`src/act_pkg.sv`:
```
// Constants, register map and carrier types for the conversion timing sequencer.
// Assumes one 50 MHz system clock and a synchronous active-low reset.
package act_pkg;

  ////////////////////////////////////////////////////////////////////////////
  // Register bus.
  localparam int          ADDR_W      = 8;
  localparam int          DATA_W      = 32;
  localparam logic [7:0]  OFS_CTRL    = 8'h00;
  localparam logic [7:0]  OFS_MODE    = 8'h04;
  localparam logic [7:0]  OFS_STATE   = 8'h08;
  localparam logic [7:0]  OFS_INT_ST  = 8'h0c;
  localparam logic [7:0]  OFS_INT_CLR = 8'h10;
  localparam logic [7:0]  OFS_INT_EN  = 8'h14;

  localparam int          CTRL_START_BIT = 0;
  localparam int          CTRL_EN_BIT    = 1;
  localparam int          STATE_PH_LSB   = 0;
  localparam int          STATE_CNT_LSB  = 8;
  localparam int          NUM_EV         = 2;
  localparam int          EV_CONV_END    = 0;
  localparam int          EV_TRIG_LOST   = 1;

  ////////////////////////////////////////////////////////////////////////////
  // Mode fields.
  localparam logic [2:0]  RATIO_DIV32 = 3'h0;
  localparam logic [2:0]  RATIO_DIV16 = 3'h1;
  localparam logic [2:0]  RATIO_UNDIV = 3'h5;
  localparam logic [1:0]  VM_NORMAL1  = 2'h0;
  localparam logic [1:0]  VM_LOW1     = 2'h2;

  typedef struct packed {
    logic       seq;
    logic       hw;
    logic       wait_en;
    logic       low_speed_select;
    logic [1:0] voltage_mode_field;
    logic [2:0] clock_ratio_field;
  } act_mode_t;

  localparam int          MODE_W      = $bits(act_mode_t);

  ////////////////////////////////////////////////////////////////////////////
  // Divider and cycle counts.
  localparam int          DIV_W       = 6;
  localparam logic [5:0]  DIV_N32     = 6'h20;
  localparam logic [5:0]  DIV_N16     = 6'h10;
  localparam logic [5:0]  DIV_N1      = 6'h01;

  localparam int          CNT_W             = 8;
  localparam logic [7:0]  CNT_SDLY          = 8'h01;
  localparam logic [7:0]  CNT_STAB_DIV      = 8'h04;
  localparam logic [7:0]  CNT_STAB_UNDIV    = 8'h06;
  localparam logic [7:0]  CNT_CONV_NORM_DIV = 8'h40;
  localparam logic [7:0]  CNT_CONV_NORM_UND = 8'hb5;
  localparam logic [7:0]  CNT_CONV_LV_DIV   = 8'h50;
  localparam logic [7:0]  CNT_CONV_LV_UND   = 8'h6b;
  localparam logic [7:0]  CNT_INTD_WAIT     = 8'h04;
  localparam logic [7:0]  CNT_INTD_NOWAIT   = 8'h01;
  localparam logic [7:0]  CNT_SEQ_SHORTEN   = 8'h03;
  localparam logic [7:0]  CNT_START_DIV32   = 8'h1f;
  localparam logic [7:0]  CNT_START_DIV16   = 8'h0f;
  localparam logic [7:0]  CNT_START_SHORT   = 8'h01;

  ////////////////////////////////////////////////////////////////////////////
  // Sequencer phases.
  typedef enum logic [2:0] {
    PH_IDLE  = 3'b000,
    PH_START = 3'b001,
    PH_STAB  = 3'b010,
    PH_SDLY  = 3'b011,
    PH_CONV  = 3'b100,
    PH_INTD  = 3'b101
  } act_phase_t;

endpackage

```
`src/act_fad_div.sv`:
```
// Conversion clock divider: one-cycle enable pulse every div_n system clocks.
// Assumes div_n is at least one and stays stable while run is high.
`timescale 1ns/1ns
module act_fad_div
  import act_pkg::*;
(
  input  wire logic             clk,
  input  wire logic             rst_b,
  input  wire logic             run,
  input  wire logic [DIV_W-1:0] div_n,
  output logic                  tick
);

  typedef struct packed {
    logic [DIV_W-1:0] cnt;
    logic             tick;
  } act_div_st_t;

  act_div_st_t q;
  act_div_st_t d;

  ////////////////////////////////////////////////////////////////////////////
  // The count restarts whenever run drops, so each phase begins aligned.
  always_comb begin
    d = q;
    if (!run) begin
      d.cnt  = '0;
      d.tick = 1'b0;
    end else if (q.cnt == div_n - DIV_N1) begin
      d.cnt  = '0;
      d.tick = 1'b1;
    end else begin
      d.cnt  = q.cnt + DIV_N1;
      d.tick = 1'b0;
    end
  end

  always_ff @(posedge clk) begin
    if (!rst_b) begin
      q <= '0;
    end else begin
      q <= d;
    end
  end

  assign tick = q.tick;

endmodule

```
`src/act_seq.sv`:
```
// Conversion timing sequencer with register port and conversion-end interrupt.
// Assumes synchronous hardware trigger pulses and a one-cycle register bus.
//
// Summary of operation
// - Low-voltage divided: 1 delay, 80 convert, 1 interrupt.
// - Low-voltage undivided: 1 delay, 107 convert, 1 interrupt.
// - Normal wait divided: 4 stabilise, 64 convert, 4 interrupt.
// - Normal wait undivided: 6 stabilise, 181 convert, 4.
// - Ratio 000 is /32, 001 /16, 101 undivided.
// - Voltage field 00 normal, 10 low-voltage.
// - Sequential wait mode shortens interrupt delay by three.
// - Later hardware-trigger sequential conversions skip start and stabilise.
// - Stabilise starts at trigger or start-bit write; here it starts one system clock later, after the one-clock start phase.
// - Start time precedes the first conversion.
//
// Decided for this implementation: the strobed register port and the register addresses.
`timescale 1ns/1ns
module act_seq
  import act_pkg::*;
(
  input  wire logic              clk,
  input  wire logic              rst_b,
  input  wire logic [ADDR_W-1:0] reg_addr,
  input  wire logic [DATA_W-1:0] reg_wdata,
  input  wire logic              reg_wr,
  input  wire logic              reg_rd,
  output logic      [DATA_W-1:0] reg_rdata,
  input  wire logic              hw_trig,
  output logic                   conv_end,
  output logic                   converting,
  output logic                   busy,
  output logic                   irq
);

  typedef struct packed {
    act_phase_t        phase;
    logic [CNT_W-1:0]  cnt;
    logic              start;
    logic              enable;
    act_mode_t         mode;
    logic [NUM_EV-1:0] int_st;
    logic [NUM_EV-1:0] int_en;
    logic [DATA_W-1:0] rdata;
    logic              irq;
    logic              end_pulse;
    logic              busy;
    logic              converting;
  } act_st_t;

  act_st_t           q;
  act_st_t           d;
  logic              fad_tick;
  logic              fad_run;
  logic [DIV_W-1:0]  div_n;
  logic [CNT_W-1:0]  tgt;
  logic              undiv;

  ////////////////////////////////////////////////////////////////////////////
  // Phase lengths: system clocks in the start phase, conversion clocks after.
  function automatic logic [CNT_W-1:0] phase_len(input act_phase_t ph, input act_mode_t m);
    logic ud;
    logic lv;
    ud = (m.clock_ratio_field == RATIO_UNDIV);
    lv = (m.voltage_mode_field == VM_LOW1);
    case (ph)
      PH_START: begin
        if (m.wait_en || ud) begin
          phase_len = CNT_START_SHORT;
        end else if (m.clock_ratio_field == RATIO_DIV16) begin
          phase_len = CNT_START_DIV16;
        end else begin
          phase_len = CNT_START_DIV32;
        end
      end
      PH_STAB: phase_len = ud ? CNT_STAB_UNDIV : CNT_STAB_DIV;
      PH_SDLY: phase_len = CNT_SDLY;
      PH_CONV: begin
        if (lv) begin
          phase_len = ud ? CNT_CONV_LV_UND : CNT_CONV_LV_DIV;
        end else begin
          phase_len = ud ? CNT_CONV_NORM_UND : CNT_CONV_NORM_DIV;
        end
      end
      PH_INTD: begin
        if (!m.wait_en) begin
          phase_len = CNT_INTD_NOWAIT;
        end else if (m.seq) begin
          phase_len = CNT_INTD_WAIT - CNT_SEQ_SHORTEN;
        end else begin
          phase_len = CNT_INTD_WAIT;
        end
      end
      default: phase_len = CNT_SDLY;
    endcase
  endfunction

  assign undiv   = (q.mode.clock_ratio_field == RATIO_UNDIV);
  assign tgt     = phase_len(q.phase, q.mode);
  assign fad_run = (q.phase != PH_IDLE) && (q.phase != PH_START);
  always_comb begin
    case (q.mode.clock_ratio_field)
      RATIO_DIV32: div_n = DIV_N32;
      RATIO_DIV16: div_n = DIV_N16;
      default:     div_n = DIV_N1;
    endcase
  end

  act_fad_div u_div (
    .clk   (clk),
    .rst_b (rst_b),
    .run   (fad_run),
    .div_n (div_n),
    .tick  (fad_tick)
  );

  ////////////////////////////////////////////////////////////////////////////
  // Register port, sequencer and interrupt logic.
  always_comb begin
    logic              wr_ctrl;
    logic              go;
    logic              step;
    logic              done;
    logic [NUM_EV-1:0] ev;
    logic [NUM_EV-1:0] clr;
    wr_ctrl   = reg_wr && (reg_addr == OFS_CTRL);
    step      = 1'b0;
    done      = 1'b0;
    d         = q;
    ev        = '0;
    clr       = '0;
    go        = 1'b0;
    d.rdata   = '0;
    d.end_pulse = 1'b0;
    if (reg_rd) begin
      case (reg_addr)
        OFS_CTRL: begin
          d.rdata[CTRL_START_BIT] = q.start;
          d.rdata[CTRL_EN_BIT]    = q.enable;
        end
        OFS_MODE:   d.rdata[MODE_W-1:0] = q.mode;
        OFS_STATE: begin
          d.rdata[STATE_PH_LSB +: 3]      = q.phase;
          d.rdata[STATE_CNT_LSB +: CNT_W] = q.cnt;
        end
        OFS_INT_ST: d.rdata[NUM_EV-1:0] = q.int_st;
        OFS_INT_EN: d.rdata[NUM_EV-1:0] = q.int_en;
        default:    d.rdata = '0;
      endcase
    end
    if (reg_wr && (reg_addr == OFS_MODE) && !q.start && !q.enable) begin
      d.mode = act_mode_t'(reg_wdata[MODE_W-1:0]);
    end
    if (reg_wr && (reg_addr == OFS_INT_EN)) begin
      d.int_en = reg_wdata[NUM_EV-1:0];
    end
    if (reg_wr && (reg_addr == OFS_INT_CLR)) begin
      clr = reg_wdata[NUM_EV-1:0];
    end
    if (wr_ctrl) begin
      d.enable = reg_wdata[CTRL_EN_BIT];
      if (!reg_wdata[CTRL_START_BIT]) begin
        d.start = 1'b0;
      end else if (!(q.mode.hw && q.mode.wait_en) && !q.start) begin
        d.start = 1'b1;
        go      = !q.mode.hw;
      end
    end
    if (q.mode.hw && hw_trig && d.enable) begin
      if (q.phase == PH_IDLE) begin
        d.start = 1'b1;
        go      = 1'b1;
      end else begin
        ev[EV_TRIG_LOST] = 1'b1;
      end
    end
    step = (q.phase == PH_START) || fad_tick;
    done = step && (q.cnt == tgt - CNT_SDLY);
    if (step && !done) begin
      d.cnt = q.cnt + CNT_SDLY;
    end
    if (done) begin
      d.cnt = '0;
      case (q.phase)
        PH_START: d.phase = q.mode.wait_en ? PH_STAB : PH_SDLY;
        PH_STAB:  d.phase = PH_CONV;
        PH_SDLY:  d.phase = PH_CONV;
        PH_CONV:  d.phase = PH_INTD;
        PH_INTD: begin
          d.end_pulse      = 1'b1;
          ev[EV_CONV_END]  = 1'b1;
          if (q.mode.seq && d.start) begin
            d.phase = q.mode.hw ? PH_CONV : PH_START;
          end else begin
            d.phase = PH_IDLE;
            if (q.mode.wait_en || !q.mode.hw) begin
              d.start = 1'b0;
            end
          end
        end
        default:  d.phase = PH_IDLE;
      endcase
    end
    if (go && (q.phase == PH_IDLE)) begin
      d.phase = PH_START;
      d.cnt   = '0;
    end
    if (!d.start && (q.phase != PH_IDLE)) begin
      d.phase = PH_IDLE;
      d.cnt   = '0;
    end
    if (!d.enable) begin
      d.start = 1'b0;
      d.phase = PH_IDLE;
      d.cnt   = '0;
    end
    d.int_st     = (q.int_st & ~clr) | ev;
    d.irq        = |(d.int_st & d.int_en);
    d.busy       = (d.phase != PH_IDLE);
    d.converting = (d.phase == PH_CONV);
  end

  always_ff @(posedge clk) begin
    if (!rst_b) begin
      q <= '0;
    end else begin
      q <= d;
    end
  end

  assign reg_rdata  = q.rdata;
  assign conv_end   = q.end_pulse;
  assign converting = q.converting;
  assign busy       = q.busy;
  assign irq        = q.irq;
endmodule

```
`config.mk`:
```
export PLATFORM = sky130hd
export DESIGN_NAME = act_seq
export DESIGN_NICKNAME = d
export VERILOG_FILES = /design/src/act_pkg.sv /design/src/act_fad_div.sv /design/src/act_seq.sv
export SDC_FILE = /design/constraint.sdc
export NUM_CORES = 1
export LEC_CHECK = 0
export ABC_CLOCK_PERIOD_IN_PS = 3000
export BUFFER_PORTS_ARGS = -buffer_cell sky130_fd_sc_hd__buf_4
export CORE_UTILIZATION = 30
export DETAILED_ROUTE_END_ITERATION = 8
export GPL_TIMING_DRIVEN = 0
export PLACE_DENSITY = 0.62
export SLEW_MARGIN = 10
export SYNTH_ARGS = -nofsm -noshare
export SYNTH_HDL_FRONTEND = slang
export SYNTH_SLANG_ARGS = --single-unit
```
`constraint.sdc`:
```
create_clock -name clk -period 3 [get_ports clk]
set_input_delay 0.45 -clock clk [delete_from_list [all_inputs] [get_ports clk]]
set_output_delay 0.45 -clock clk [all_outputs]
set_load 0.005 [all_outputs]
```
==> summary.txt <==
Run status = complete, but fails checks
Failing checks = negative setup slack
Met1 Resource Use GR = 0.172
Hold Path Class = input pin to register
CTS Root Cell = clkbuf_8
DRC viols = 0
Tot GR Track Use = 0.143
Fin. max-slew vios = 0
Die Height = 102 µm
1st-iter DRT viols = 137
Library cells used by synthesis = 69
Final worst-path cycle share = 1.09
Port Buffers = 41
Switching power = 0.000280 W
Mapped Area = 0.00299 mm²
Synth Warn # = 0
Fillcell total = 951
Synth area leader = dfxtp_1
Max Fanout on Critical Path = 8
Setup Skew = 0.0122 ns
Post-synth top area share = 0.355
Main synth FF type = dfxtp_1
Synthesized flop and latch total = 53
Critical path endpoint category = register
Least-Margin Pin Slew = 1.18 ns
Setup ws final = -0.274 ns
Top Usage Layer GRT = met2
Vias/cell = 4.75
TritonCTS buffer count = 5
Clock latency on the worst-skew pair = 0.32 ns
Crit path buffers/inverters = 1
Flop pwr share = 0.551
Post-synthesis async set-or-reset flop share = 0
WP data arrival = 3.47 ns
Maxcap violations = 0
Post-route insts no fill = 554
Post-route ant nets = 0
RSZ-0062 raised after global routing = true
Leak = 1.76 nW
Fin Hold WS = 0.362 ns
Final GP Congestion = 0.837
Drt first pass iters = 4
Layout cells sized above 1 = 0.371
Dpl cells = 524
Final hold violations = 0
Fmax = 0.305 GHz
Crit path required time = 3.20 ns
Clock power frac = 0.401
Die ar. = 0.0104 mm²
CP max stage cell = dfxtp_2
Layout area overhead = 36.2%
Core area = 0.00973 mm²
Die width = 102 µm
Vias in the first global route = 2416
Pint = 0.000991 W
Number of enable flip-flop cells after synthesis = 0
Initial core utilization = 0.307
Combinational power share = 0.047
M3 GR Usage = 0.0193
GRT overflow = 0
Critical Path, Cell by Cell = or3b_4 > o21ai_2 > a22oi_2 > ha_4 > xor2_1 > nand2_1 > nor4b_2 > o211ai_1 > nor3_4 > buf_6 > a21boi_2 > o21a_1 > or3_4
First-pass GRT wire length = 11.6 mm
Fin crit period = 3.27 ns
CP Class = register to register
Diodes inserted = 0
Switch share = 0.220
Nets = 471
Clock Path Buffers = 2
# setup viols final = 14
Rows = 36
Initial antenna violation count = 0
DR vias = 2632
Slew margin rel. = 0.212
Synth top area cells = dfxtp_1 36%, buf_4 8.0%, nor2_1 5.3%, mux2i_1 4.7%, xnor2_1 4.1%
Syn_area_per_cell = 8.91 µm²
Mapped Cells = 335
WL per Instance = 13.1 µm
Startpoint Class = register
Post-DP HPWL = 4.96 mm
CTS tree = built
Crit-path leading delay family = simple AND/OR/NAND/NOR gates
Peak supply drop = 0.203 mV
Post-synth top cells = 53 x dfxtp_1, 42 x nor2_1, 32 x buf_4
CTS sink cnt = 53
Seq/Total Area, Yosys = 0.355
Total Wirelength = 7.26 mm
Most frequent cell after synthesis = dfxtp_1
H-tree levels = 2
GR Layer Usage met2 = 0.262
I/O Pins = 81
Hold_buf cts = 0
Largest net degree at the start of global routing = 19
Clock-pin slew on the worst setup and hold paths = 0.11 ns
Worst path max stage delay = 0.45 ns
PwrDens = 313 mW/mm²
## routing by layer
metal  share of wire  vias to the layer above
met2            0.52                       72
met5               0                        -
met1            0.42                     1242
met4           0.014                        0
met3           0.051                       11
li1                -                     1307
## flip-flops by register name, summed over array words and instances, names as in the netlist
name,count
busy,1
conv_end,1
converting,1
irq,1
q,26
reg_rdata,16
u_div.q,6
u_div.tick,1
## worst reg2reg max path, delay by kind of cell (launching register included)
kind | cells | cell delay (ns)
adder cells (fa/ha/maj) | 1 | 0.28
XOR/XNOR | 1 | 0.15
AO/OA/AOI/OAI | 5 | 0.78
buffers and inverters | 1 | 0.16
flip-flops | 1 | 0.45
AND/OR/NAND/NOR | 5 | 1.33
## layout by cell type, fill, tap and decap left out, types with 3 or more instances in the layout
cell type,count
or4_1,3
nor2_1,42
a21oi_1,5
nor3b_1,6
dfxtp_2,4
xnor2_1,14
xor2_1,3
nor3_1,6
inv_1,11
clkbuf_1,5
conb_1,16
buf_6,3
mux2i_1,14
ha_1,4
o21ai_0,3
nand2_1,18
nand3_1,10
clkbuf_8,5
dfxtp_4,3
buf_4,93
and2_1,12
dfxtp_1,46
nand2b_1,5
## repair_timing
item,CTS,global route
pin swaps,18,6
endpoints found under the setup margin,17,17
resized for setup,35,16
setup buffers,16,6
gates cloned,1,0
## worst paths after layout
path         slack [ns]  cells past startpoint               start                       to
max               -0.27                     13    q[59]$_SDFF_PN0_          busy$_SDFF_PN0_
min                0.36                      3        reg_wdata[5]       q[45]$_SDFFE_PN0P_
max reg2reg       -0.27                     13    q[59]$_SDFF_PN0_          busy$_SDFF_PN0_
min reg2reg        0.48                      1  q[45]$_SDFFE_PN0P_  reg_rdata[5]$_SDFF_PN0_
## power groups by stage
stage                     registers [W]  clock network (W)  logic [W]
after floorplan                0.000720                  0  0.0000284
after global placement         0.000720                  0  0.0000591
after detailed placement       0.000720                  0  0.0000593
after CTS                      0.000702           0.000525  0.0000596
after global routing           0.000701           0.000551  0.0000671
final                          0.000701           0.000510  0.0000600
## layout make-up
cell class	count	area (µm²)	share of cell area
Buffer	42	305	0.0751
Sequential cell	53	1080	0.265
Clock inverter	3	47.5	0.0117
Multi-Input combinational cell	244	1880	0.463
Tap cell	133	166	0.0409
Inverter	12	45.0	0.0111
Clock buffer	5	68.8	0.0169
Timing Repair Buffer	62	473	0.116
## stage by stage
step	setup TNS [ns]	setup slack (ns)	instance area [µm²]	util	power [W]
2_1_floorplan	-0.0845	-0.0845	3080	-	0.000748
3_3_place_gp	-9.13	-0.692	3550	0.365	0.000779
3_5_place_dp	-9.31	-0.699	3550	0.365	0.000779
4_1_cts	-1.77	-0.219	3950	0.406	0.00129
5_1_grt	-5.30	-0.426	4070	0.418	0.00132
6_report	-2.33	-0.274	4070	0.418	0.00127
## cells by family (layout without fill, tap and decap cells)
kind of cell	count (synthesis)	count (layout)	synth area share
XOR/XNOR	18	18	0.0528
adder cells (fa/ha/maj)	6	6	0.0251
AND/OR/NAND/NOR	141	142	0.272
other	1	16	0.00126
buffers and inverters	54	124	0.112
multiplexers	17	17	0.0658
AO/OA/AOI/OAI	45	45	0.115
flip-flops	53	53	0.355
Power figures use the tool's default switching activity.
